===== src/hdl/rcsr_pkg.sv =====
/*
  Constants for the reset-cause status register: bit positions, reset
  values, the single register offset and the AXI4-Lite response codes.
  Assumes a 32-bit AXI4-Lite data path with word-aligned registers.
*/
package rcsr_pkg;
  // Register offset and address width
  localparam int ADDR_W = 12;
  localparam logic [ADDR_W-1:0] OFS_FLAGS = 12'h000;
  localparam int FLAG_W = 10;

  // Field positions inside the flag word
  localparam int BIT_POWER_ON = 0;
  localparam int BIT_BROWNOUT = 1;
  localparam int BIT_IDLE_WAKE = 2;
  localparam int BIT_SLEEP_WAKE = 3;
  localparam int BIT_WATCHDOG = 4;
  localparam int BIT_SOFT_RESET = 6;
  localparam int BIT_PIN_RESET = 7;
  localparam int BIT_REG_KEEP = 8;
  localparam int BIT_CFG_MISMATCH = 9;

  // Implemented bits and value after power-on
  localparam logic [FLAG_W-1:0] IMPL_MASK = 10'h3DF;
  localparam logic [FLAG_W-1:0] FLAG_RST = 10'h003;

  // Response codes
  localparam logic [1:0] RESP_OKAY = 2'h0;
  localparam logic [1:0] RESP_SLVERR = 2'h2;
endpackage


===== src/hdl/rcsr_flag_cell.sv =====
/*
  One sticky flag bit with a hardware set and a software write port.
  Assumes set and write are single-cycle, synchronous to the clock.
*/
`timescale 1ns/1ps
module rcsr_flag_cell #(
  parameter logic RST_VAL = 1'b0
) (
  input wire logic mclk_i,
  input wire logic rstn_i,
  input wire logic set_i,
  input wire logic we_i,
  input wire logic wdata_i,
  output logic q_o
);
  logic q_reg;
  logic q_next;

  // Hardware set outranks a software write in the same cycle
  assign q_next = set_i ? 1'b1 : (we_i ? wdata_i : q_reg);

  // Power-on reset loads RST_VAL; a software write of zero also clears the bit
  always_ff @(posedge mclk_i) begin
    if (!rstn_i) begin
      q_reg <= RST_VAL;
    end else begin
      q_reg <= q_next;
    end
  end

  assign q_o = q_reg;
endmodule // rcsr_flag_cell


===== src/hdl/rcsr_top.sv =====
/*
  Reset-cause status register with an AXI4-Lite slave port. Holds the
  sticky reset and wake flags and the regulator keep-on-in-sleep bit.
  Assumes rstn_i is the power-on reset, and that each cause input is a
  one-cycle pulse from the reset and power controller, synchronous to mclk_i.
*/
// Register access over AXI4-Lite and the register offsets are this design's own decisions.
`timescale 1ns/1ps
module rcsr_top #(
  parameter int ADDR_W = rcsr_pkg::ADDR_W
) (
  input wire logic mclk_i,
  input wire logic rstn_i,
  input wire logic [ADDR_W-1:0] s_axi_awaddr_i,
  input wire logic s_axi_awvalid_i,
  output logic s_axi_awready_o,
  input wire logic [31:0] s_axi_wdata_i,
  input wire logic [3:0] s_axi_wstrb_i,
  input wire logic s_axi_wvalid_i,
  output logic s_axi_wready_o,
  output logic [1:0] s_axi_bresp_o,
  output logic s_axi_bvalid_o,
  input wire logic s_axi_bready_i,
  input wire logic [ADDR_W-1:0] s_axi_araddr_i,
  input wire logic s_axi_arvalid_i,
  output logic s_axi_arready_o,
  output logic [31:0] s_axi_rdata_o,
  output logic [1:0] s_axi_rresp_o,
  output logic s_axi_rvalid_o,
  input wire logic s_axi_rready_i,
  input wire logic cfg_mismatch_evt_i,
  input wire logic master_clear_pin_evt_i,
  input wire logic soft_reset_evt_i,
  input wire logic watchdog_expired_evt_i,
  input wire logic sleep_wake_evt_i,
  input wire logic idle_wake_evt_i,
  input wire logic brownout_evt_i,
  input wire logic sleep_mode_i,
  output logic regulator_on_o,
  output logic [rcsr_pkg::FLAG_W-1:0] reset_cause_flags_o
);
  localparam int FW = rcsr_pkg::FLAG_W;

  // Word-address match against the one mapped register
  function automatic logic addr_hit(input logic [ADDR_W-1:0] a);
    addr_hit = (a[ADDR_W-1:2] == rcsr_pkg::OFS_FLAGS[ADDR_W-1:2]);
  endfunction

  // Byte strobes widened to a bit mask over the flag field
  function automatic logic [FW-1:0] strb_mask(input logic [3:0] s);
    strb_mask = {{2{s[1]}}, {8{s[0]}}};
  endfunction

  logic awready_reg, awready_next;
  logic wready_reg, wready_next;
  logic aw_hold_reg, aw_hold_next;
  logic w_hold_reg, w_hold_next;
  logic [ADDR_W-1:0] awaddr_reg;
  logic [31:0] wdata_reg;
  logic [3:0] wstrb_reg;
  logic bvalid_reg, bvalid_next;
  logic [1:0] bresp_reg;
  logic arready_reg, arready_next;
  logic rvalid_reg, rvalid_next;
  logic [31:0] rdata_reg;
  logic [1:0] rresp_reg;
  logic regulator_on_reg;
  logic [FW-1:0] flag_q;
  logic [FW-1:0] hw_set;
  logic [FW-1:0] flag_we;
  logic [31:0] flag_word;
  logic aw_take, w_take, ar_take, commit, wr_hit;
  logic rd_hit;
  logic [31:0] rdata_next;
  logic [1:0] rresp_next;
  logic [1:0] bresp_next;

  // Write channel handshakes; address and data may come in either order
  assign aw_take = s_axi_awvalid_i & awready_reg;
  assign w_take = s_axi_wvalid_i & wready_reg;
  assign commit = aw_hold_reg & w_hold_reg & ~bvalid_reg;
  assign wr_hit = addr_hit(awaddr_reg);
  assign bresp_next = wr_hit ? rcsr_pkg::RESP_OKAY : rcsr_pkg::RESP_SLVERR;
  assign aw_hold_next = (aw_hold_reg | aw_take) & ~commit;
  assign w_hold_next = (w_hold_reg | w_take) & ~commit;
  assign bvalid_next = commit | (bvalid_reg & ~s_axi_bready_i);
  // Ready drops while a half is parked, so one write at a time
  assign awready_next = ~aw_hold_next & ~bvalid_next;
  assign wready_next = ~w_hold_next & ~bvalid_next;

  // Read channel: one read outstanding, data registered
  assign ar_take = s_axi_arvalid_i & arready_reg;
  assign rvalid_next = ar_take | (rvalid_reg & ~s_axi_rready_i);
  assign arready_next = ~rvalid_next;
  assign flag_word = {22'h00_0000, flag_q};
  // Read data and response picked at the address handshake
  assign rd_hit = addr_hit(s_axi_araddr_i);
  assign rdata_next = rd_hit ? flag_word : 32'h0000_0000;
  assign rresp_next = rd_hit ? rcsr_pkg::RESP_OKAY : rcsr_pkg::RESP_SLVERR;

  // Hardware event vector; bit 0 is set by the power-on reset value
  assign hw_set = {cfg_mismatch_evt_i,
                   1'b0,
                   master_clear_pin_evt_i,
                   soft_reset_evt_i,
                   1'b0,
                   watchdog_expired_evt_i,
                   sleep_wake_evt_i,
                   idle_wake_evt_i,
                   brownout_evt_i,
                   1'b0};
  // Lanes 2 and 3 hold no flags, so their strobes are ignored
  assign flag_we = {FW{commit & wr_hit}} & strb_mask(wstrb_reg);

  // Implemented bits get a cell, bit 5 has no storage
  genvar gi;
  generate
    for (gi = 0; gi < FW; gi++) begin : g_flag
      if (rcsr_pkg::IMPL_MASK[gi]) begin : g_cell
        rcsr_flag_cell #(
          .RST_VAL(rcsr_pkg::FLAG_RST[gi])
        ) u_cell (
          .mclk_i(mclk_i),
          .rstn_i(rstn_i),
          .set_i(hw_set[gi]),
          .we_i(flag_we[gi]),
          .wdata_i(wdata_reg[gi]),
          .q_o(flag_q[gi])
        );
      end else begin : g_none
        assign flag_q[gi] = 1'b0;
      end
    end
  endgenerate

  // Write path registers
  always_ff @(posedge mclk_i) begin
    if (!rstn_i) begin
      awready_reg <= 1'b0;
      wready_reg <= 1'b0;
      aw_hold_reg <= 1'b0;
      w_hold_reg <= 1'b0;
      bvalid_reg <= 1'b0;
      bresp_reg <= rcsr_pkg::RESP_OKAY;
    end else begin
      awready_reg <= awready_next;
      wready_reg <= wready_next;
      aw_hold_reg <= aw_hold_next;
      w_hold_reg <= w_hold_next;
      bvalid_reg <= bvalid_next;
      if (commit) begin
        bresp_reg <= bresp_next;
      end
    end
  end

  // Payload capture; held values need no reset
  always_ff @(posedge mclk_i) begin
    if (aw_take) begin
      awaddr_reg <= s_axi_awaddr_i;
    end
    if (w_take) begin
      wdata_reg <= s_axi_wdata_i;
      wstrb_reg <= s_axi_wstrb_i;
    end
  end

  // Read path registers; unmapped reads return zero with an error
  always_ff @(posedge mclk_i) begin
    if (!rstn_i) begin
      arready_reg <= 1'b0;
      rvalid_reg <= 1'b0;
      rdata_reg <= 32'h0000_0000;
      rresp_reg <= rcsr_pkg::RESP_OKAY;
    end else begin
      arready_reg <= arready_next;
      rvalid_reg <= rvalid_next;
      if (ar_take) begin
        rdata_reg <= rdata_next;
        rresp_reg <= rresp_next;
      end
    end
  end

  // Regulator stays on outside sleep; in sleep only if the keep bit is set
  always_ff @(posedge mclk_i) begin
    if (!rstn_i) begin
      regulator_on_reg <= 1'b1;
    end else begin
      regulator_on_reg <= ~sleep_mode_i | flag_q[rcsr_pkg::BIT_REG_KEEP];
    end
  end

  assign s_axi_awready_o = awready_reg;
  assign s_axi_wready_o = wready_reg;
  assign s_axi_bvalid_o = bvalid_reg;
  assign s_axi_bresp_o = bresp_reg;
  assign s_axi_arready_o = arready_reg;
  assign s_axi_rvalid_o = rvalid_reg;
  assign s_axi_rdata_o = rdata_reg;
  assign s_axi_rresp_o = rresp_reg;
  assign regulator_on_o = regulator_on_reg;
  assign reset_cause_flags_o = flag_q;
endmodule // rcsr_top


===== config.mk =====
export PLATFORM = sky130hd
export DESIGN_NAME = rcsr_top
export DESIGN_NICKNAME = d
export VERILOG_FILES = /design/src/hdl/rcsr_pkg.sv /design/src/hdl/rcsr_flag_cell.sv /design/src/hdl/rcsr_top.sv
export SDC_FILE = /design/constraint.sdc
export NUM_CORES = 1
export LEC_CHECK = 0
export BUFFER_PORTS_ARGS = -buffer_cell sky130_fd_sc_hd__buf_2
export CAP_MARGIN = 5
export CORE_AREA = 4 4 77 86
export DETAILED_ROUTE_END_ITERATION = 8
export DIE_AREA = 0 0 81 90
export PLACE_DENSITY = 0.76
export SYNTH_ARGS = -nofsm -noshare
export SYNTH_HDL_FRONTEND = slang
export SYNTH_SLANG_ARGS = --single-unit

===== constraint.sdc =====
create_clock -name mclk_i -period 2.4 [get_ports mclk_i]
set_clock_uncertainty 0.1 [all_clocks]
set_input_delay 0.12 -clock mclk_i [delete_from_list [all_inputs] [get_ports mclk_i]]
set_output_delay 0.12 -clock mclk_i [all_outputs]
set_load 0.02 [all_outputs]

==> results of run 1 <==
-- power groups by stage --
stage | combinational (mW) | clock [mW] | sequential (mW)
2_1_floorplan | 0.131 | 0 | 0.953
5_1_grt | 0.216 | 0.733 | 0.934
6_report | 0.197 | 0.679 | 0.928
3_5_place_dp | 0.160 | 0 | 0.948
4_1_cts | 0.195 | 0.704 | 0.929
3_3_place_gp | 0.158 | 0 | 0.947
-- per-stage QoR --
stage          setup slack [ns]  hold slack, ns
6_report                  0.729          0.0147
3_3_place_gp              0.752           0.198
5_1_grt                   0.591         0.00973
3_5_place_dp              0.716           0.198
4_1_cts                   0.698         0.00280
2_1_floorplan             0.834           0.103
-- worst reg2reg max path: stages, from the launching register on --
cell      delay, ns
edfxtp_1       0.43
nor4_4         0.37
nand4_1        0.12
buf_4          0.21
o311a_2        0.34
-- cells in the final DEF, fill, tap and decap left out --
| master | n |
|---|---|
| buf_2 | 71 |
| dlygate4sd3_1 | 29 |
| dfxtp_1 | 28 |
| conb_1 | 26 |
| edfxtp_1 | 21 |
| nor2_1 | 11 |
| nor2b_1 | 10 |
| nand2_1 | 9 |
| a22oi_1 | 9 |
| clkbuf_8 | 5 |
| nand3b_1 | 3 |
| mux2i_1 | 3 |
| o311a_1 | 3 |
| and2_1 | 2 |
| nor4_1 | 2 |
| and4b_1 | 2 |
| nor4_4 | 2 |
| nand2b_1 | 2 |
| nor3_1 | 2 |
| a21boi_0 | 2 |
| nand4_1 | 2 |
| nor3b_1 | 2 |
| o311a_2 | 2 |
| bufinv_16 | 2 |
| nand4_2 | 1 |
| mux2_2 | 1 |
| o21a_1 | 1 |
| and3_1 | 1 |
| and3b_1 | 1 |
| o211a_1 | 1 |
| a21oi_1 | 1 |
| clkinv_2 | 1 |
| buf_4 | 1 |
-- metal layers --
| metal | part of all wire | vias to the layer above |
|---|---|---|
| met5 | 0 | - |
| met4 | 0.016 | 0 |
| met3 | 0.10 | 6 |
| met2 | 0.47 | 74 |
| met1 | 0.41 | 642 |
| li1 | - | 711 |
-- logic make-up (layout without fill, tap and decap cells) --
kind of cell / after synthesis / after routing / share of synthesized area
AND/OR/NAND/NOR: 52 / 52 / 0.162
flip-flops: 49 / 49 / 0.593
buffers and inverters: 40 / 109 / 0.144
AO/OA/AOI/OAI: 19 / 19 / 0.0785
multiplexers: 4 / 4 / 0.0205
other: 1 / 26 / 0.00187
-- path summary, 6_finish.rpt --
| kind | cells after the start | to | slack (ns) | start |
|---|---|---|---|---|
| setup / recovery | 4 | g_flag[6].g_cell.u_cell.q_o | 0.73 | awaddr_reg[7] |
| hold / removal | 3 | s_axi_bvalid_o | 0.01 | s_axi_bready_i |
| setup reg to reg | 4 | g_flag[6].g_cell.u_cell.q_o | 0.73 | awaddr_reg[7] |
| hold reg to reg | 2 | g_flag[0].g_cell.u_cell.q_o | 0.38 | wdata_reg[0] |
-- area by class of cell --
type	instances	area (um^2)	share of cell area
flip-flops and latches	49	1190	0.442
repair buffers	101	653	0.242
multi-input cells	101	622	0.231
well taps	77	96.3	0.0357
clock buffers	5	68.8	0.0255
clock inverters	3	65.1	0.0241
==> results.sh, run 1 <==
export IMPL_outcome="completed"
export IMPL_grt_max_degree=27
export IMPL_synth_seq_area_share=0.593
export IMPL_coreArea_mm2=0.00573
export IMPL_synthFlopType="dfxtp_1"
export IMPL_post_place_cells=299
export IMPL_setup_tns_ns=0
export IMPL_switching_share=0.219
export IMPL_finalSetupViolations=0
export IMPL_p_total_mw=1.80
export IMPL_cp_max_fo=12
export IMPL_cts_buffers=5
export IMPL_ys_ff_latch=49
export IMPL_rows=29
export IMPL_synthToLayoutAreaGrowth_pct=34.2
export IMPL_crit_chain="nor4_4, nand4_1, buf_4, o311a_2"
export IMPL_wl_per_cell_um=11.7
export IMPL_utilization=0.470
export IMPL_netlist_instances=165
export IMPL_die_area_mm2=0.00729
export IMPL_fin_cells=336
export IMPL_gp_congestion=0.723
export IMPL_placed_area_mm2=0.00227
export IMPL_critical_path_class="register to register"
export IMPL_ys_types=31
export IMPL_cp_num_buf_inv=1
export IMPL_vias=1433
export IMPL_hpwl_um=2820
export IMPL_worstMarginPinSlew_ns=0.578
export IMPL_cp_required_ns=2.48
export IMPL_dr_pass1_iters=4
export IMPL_die_h_um=90
export IMPL_cts_tree="yes"
export IMPL_num_fill_cells=525
export IMPL_fin_crit_sh=0.696
export IMPL_antenna_left=0
export IMPL_wl_um=3950
export IMPL_cp_slowest_cell="edfxtp_1"
export IMPL_synth_edf_count=21
export IMPL_io_pins=127
export IMPL_cts_root_buffer="clkbuf_8"
export IMPL_htree_levels=2
export IMPL_post_route_min_period_ns=1.67
export IMPL_grt_busiest_layer="met2"
export IMPL_route_detailed_drc=0
export IMPL_combinationalPowerShare=0.109
export IMPL_grt_pass1_vias=1410
export IMPL_ir_drop_uv=442
export IMPL_insertion_delay_ns=0.29
export IMPL_yosysTopAreaCell="edfxtp_1"
export IMPL_postCtsHoldBufs=28
export IMPL_cpLargestDelayFamily="simple AND/OR/NAND/NOR gates"
export IMPL_met1_usage=0.130
export IMPL_holdCritPathClass="primary input to register"
export IMPL_worst_setup_path_start_kind="register"
export IMPL_met3_usage=0.0370
export IMPL_die_w_um=81
export IMPL_io_buffers=71
export IMPL_grt_pass1_wl_um=6330
export IMPL_cts_setup_buffers=0
export IMPL_synth_area_mm2=0.00201
export IMPL_synth_common_cells="buf_4 (35), dfxtp_1 (28), edfxtp_1 (21), nor2_1 (11), nor2b_1 (10)"
export IMPL_synth_top_area_frac=0.314
export IMPL_hold_violations=0
export IMPL_grt_use_total=0.112
export IMPL_p_clk_frac=0.376
export IMPL_largest_register_ffs=10
export IMPL_leakagePower_nw=1.20
export IMPL_fin_nets=333
export IMPL_final_area_mm2=0.00270
export IMPL_crit_arrival_ns=1.75
export IMPL_cts_resized=0
export IMPL_avgSynthCellArea_um2=12.2
export IMPL_critPathMaxStageDelay_ns=0.43
export IMPL_ctsLongestPathBuffers=2
export IMPL_ys_warn_count=0
export IMPL_initial_core_util=0.351
export IMPL_powerDensity_mw_per_mm2=669
export IMPL_synth_most_common_cell="buf_4"
export IMPL_relSlewSlack=0.615
export IMPL_end_kind="register"
export IMPL_maxCapViolCount=0
export IMPL_overflow=0
export IMPL_antennaDiodeCount=0
export IMPL_async_reset_ff_frac=0
export IMPL_p_int_mw=1.41
export IMPL_seq_power_share=0.515
export IMPL_synth_area_top_cells="edfxtp_1 (31%), dfxtp_1 (28%), buf_4 (13%)"
export IMPL_use_met2=0.192
export IMPL_initialDrtViolationCount=19
export IMPL_report_final_slew_viol_count=0
export IMPL_antenna_found_initial=0
export IMPL_clkTransAtPathRegs_ns=0.09
export IMPL_clock_sinks=49
export IMPL_max_freq_ghz=0.598
export IMPL_switching_power_mw=0.395
export IMPL_vias_per_cell=4.26
export IMPL_rsz0062_at_grt="no"
export IMPL_drive_above_1_share=0.332
Note: power is estimated with default switching activity, not from simulation.
==> run 2: changes to the inputs <==
- PLACE_DENSITY: 0.76 -> 0.78
- clock period: 2.4 -> 1.4 ns (I/O delays scaled with it)
==> results.sh, run 2 (synthesis gave the netlist of run 1 again) <==
export IMPL_fin_ws_ns=-0.205
export IMPL_hold_violations=0
export IMPL_cpLargestDelayFamily="flip-flops"
export IMPL_gp_congestion=0.739
export IMPL_finalSetupViolations=9
export IMPL_cp_num_buf_inv=1
export IMPL_wl_per_cell_um=12.3
export IMPL_outcome="finished, violations left"
export IMPL_route_detailed_drc=0
export IMPL_cts_root_buffer="clkbuf_8"
export IMPL_regToRegStartpoint="awaddr_reg[7]"
export IMPL_fin_nets=347
export IMPL_vias=1495
export IMPL_insertion_delay_ns=0.29
export IMPL_layout_common_cells="buf_2 (71), dlygate4sd3_1 (32), dfxtp_1 (28)"
export IMPL_initial_core_util=0.351
export IMPL_wl_um=4300
export IMPL_die_h_um=90
export IMPL_p_total_mw=2.95
export IMPL_hold_path_depth=2
export IMPL_report_final_slew_viol_count=0
export IMPL_hp_start="rstn_i"
export IMPL_die_area_mm2=0.00729
export IMPL_ir_drop_uv=660
export IMPL_coreArea_mm2=0.00573
export IMPL_end_kind="register"
export IMPL_antennaDiodeCount=0
export IMPL_final_area_mm2=0.00281
export IMPL_rows=29
export IMPL_die_w_um=81
export IMPL_r2r_cells=5
export IMPL_r2r_slack_ns=-0.20
export IMPL_cp_startpoint="awaddr_reg[7]"
export IMPL_ctsLongestPathBuffers=2
export IMPL_critPathMaxStageDelay_ns=0.42
export IMPL_crit_arrival_ns=1.71
export IMPL_drive_above_1_share=0.352
export IMPL_crit_chain="nor4_4, buf_4, nand4_2, mux2_2, o21a_1"
export IMPL_dr_pass1_iters=4
export IMPL_holdPathEnd="g_flag[0].g_cell.u_cell.q_o"
export IMPL_max_freq_ghz=0.623
export IMPL_antenna_found_initial=0
export IMPL_cts_buffers=5
export IMPL_initialDrtViolationCount=50
export IMPL_overflow=0
export IMPL_rsz0062_at_grt="yes"
export IMPL_clock_sinks=49
export IMPL_maxCapViolCount=0
export IMPL_worst_setup_path_start_kind="register"
export IMPL_grt_pass1_vias=1508
export IMPL_cp_slowest_cell="edfxtp_1"
export IMPL_holdCritPathClass="primary input to register"
export IMPL_grt_use_total=0.126
export IMPL_cts_tree="yes"
export IMPL_final_common_cell="buf_2"
export IMPL_antenna_left=0
export IMPL_regToRegEndpoint="g_flag[9].g_cell.u_cell.q_o"
export IMPL_powerDensity_mw_per_mm2=1050
export IMPL_grt_max_degree=27
export IMPL_fin_crit_sh=1.15
export IMPL_vias_per_cell=4.27
export IMPL_io_buffers=71
export IMPL_placed_area_mm2=0.00235
export IMPL_cp_required_ns=1.50
export IMPL_post_route_min_period_ns=1.60
export IMPL_synthToLayoutAreaGrowth_pct=39.8
export IMPL_failed_checks="setup timing"
export IMPL_cp_max_fo=2
export IMPL_clkTransAtPathRegs_ns=0.09
export IMPL_htree_levels=2
export IMPL_critical_path_class="register to register"
export IMPL_io_pins=127
export IMPL_grt_pass1_wl_um=7180
export IMPL_largest_register_ffs=10
export IMPL_leakagePower_nw=1.26
-- run 2: changes by cell type in the layout (fill, tap and decap cells not counted) --
cell and delta:
dlygate4sd3_1 +3, o311a_4 +2, o311a_2 -2, buf_4 +10
clkinv_2 -1, bufinv_16 -1, clkinv_1 +1, clkinvlp_4 +1
buf_6 +1
-- run 2: worst max path at each step --
| stage | endpoint | slack, ns | depth (start not counted) |
|---|---|---|---|
| 2_1_floorplan | g_flag[2].g_cell.u_cell.q_o | -0.16 | 4 |
| 3_3_place_gp | g_flag[9].g_cell.u_cell.q_o | -0.18 | 5 |
| 3_5_place_dp | g_flag[9].g_cell.u_cell.q_o | -0.21 | 5 |
| 4_1_cts | g_flag[9].g_cell.u_cell.q_o | -0.22 | 5 |
| 5_1_grt | g_flag[9].g_cell.u_cell.q_o | -0.26 | 5 |
| 6_report | g_flag[9].g_cell.u_cell.q_o | -0.20 | 5 |
-- run 2: metal layers --
| metal | global-route usage | share of wire | up-vias | wire (um) |
|---|---|---|---|---|
| li1 | - | - | 739 | - |
| met1 | 0.157 | 0.41 | 678 | 1760 |
| met2 | 0.209 | 0.49 | 74 | 2120 |
| met3 | 0.0330 | 0.088 | 4 | 379 |
| met4 | 0.0394 | 0.0098 | 0 | 42 |
| met5 | 0 | 0 | - | 0 |
-- run 2: through the flow --
stage | utilization | instances | setup TNS [ns] | hold WS, ns | worst slack (ns)
floorplan | - | 190 | -0.943 | 0.0532 | -0.163
global placement | 0.409 | 309 | -0.993 | 0.147 | -0.178
detailed placement | 0.409 | 309 | -1.26 | 0.148 | -0.207
CTS | 0.489 | 349 | -1.28 | 0.0582 | -0.217
global route | 0.490 | 350 | -1.73 | 0.102 | -0.263
finish | 0.490 | 350 | -1.22 | 0.0662 | -0.205
-- run 2: layout make-up --
type | count | area [um^2]
sequential | 49 | 1190
tap | 77 | 96.3
fill | 531 | 2920
clock buffer | 5 | 68.8
multi-input combinational | 101 | 642
clock inverter | 3 | 41.3
timing repair buffer | 115 | 769
-- run 2: worst reg2reg max path: cells and delay by family (launching register included) --
family	cells	cell delay [ns]
compound gates	1	0.16
buf+inv	1	0.16
flops	1	0.42
mux	1	0.29
simple gates	2	0.39
-- run 2: power by group --
group	total (mW)	switching [mW]	leakage (nW)	internal (mW)
clock network	0.986	0.460	0.0518	0.526
logic	0.371	0.199	0.784	0.173
registers	1.59	0.0345	0.424	1.56
-- run 2: repair_timing --
item                                    4_1_cts  5_1_grt
pin swaps                                     0        1
buffers inserted                              0        1
hold buffers                                 32        0
endpoints found under the setup margin        9        9
gates resized for setup                       3        0
hold endpoints to repair                     32        0
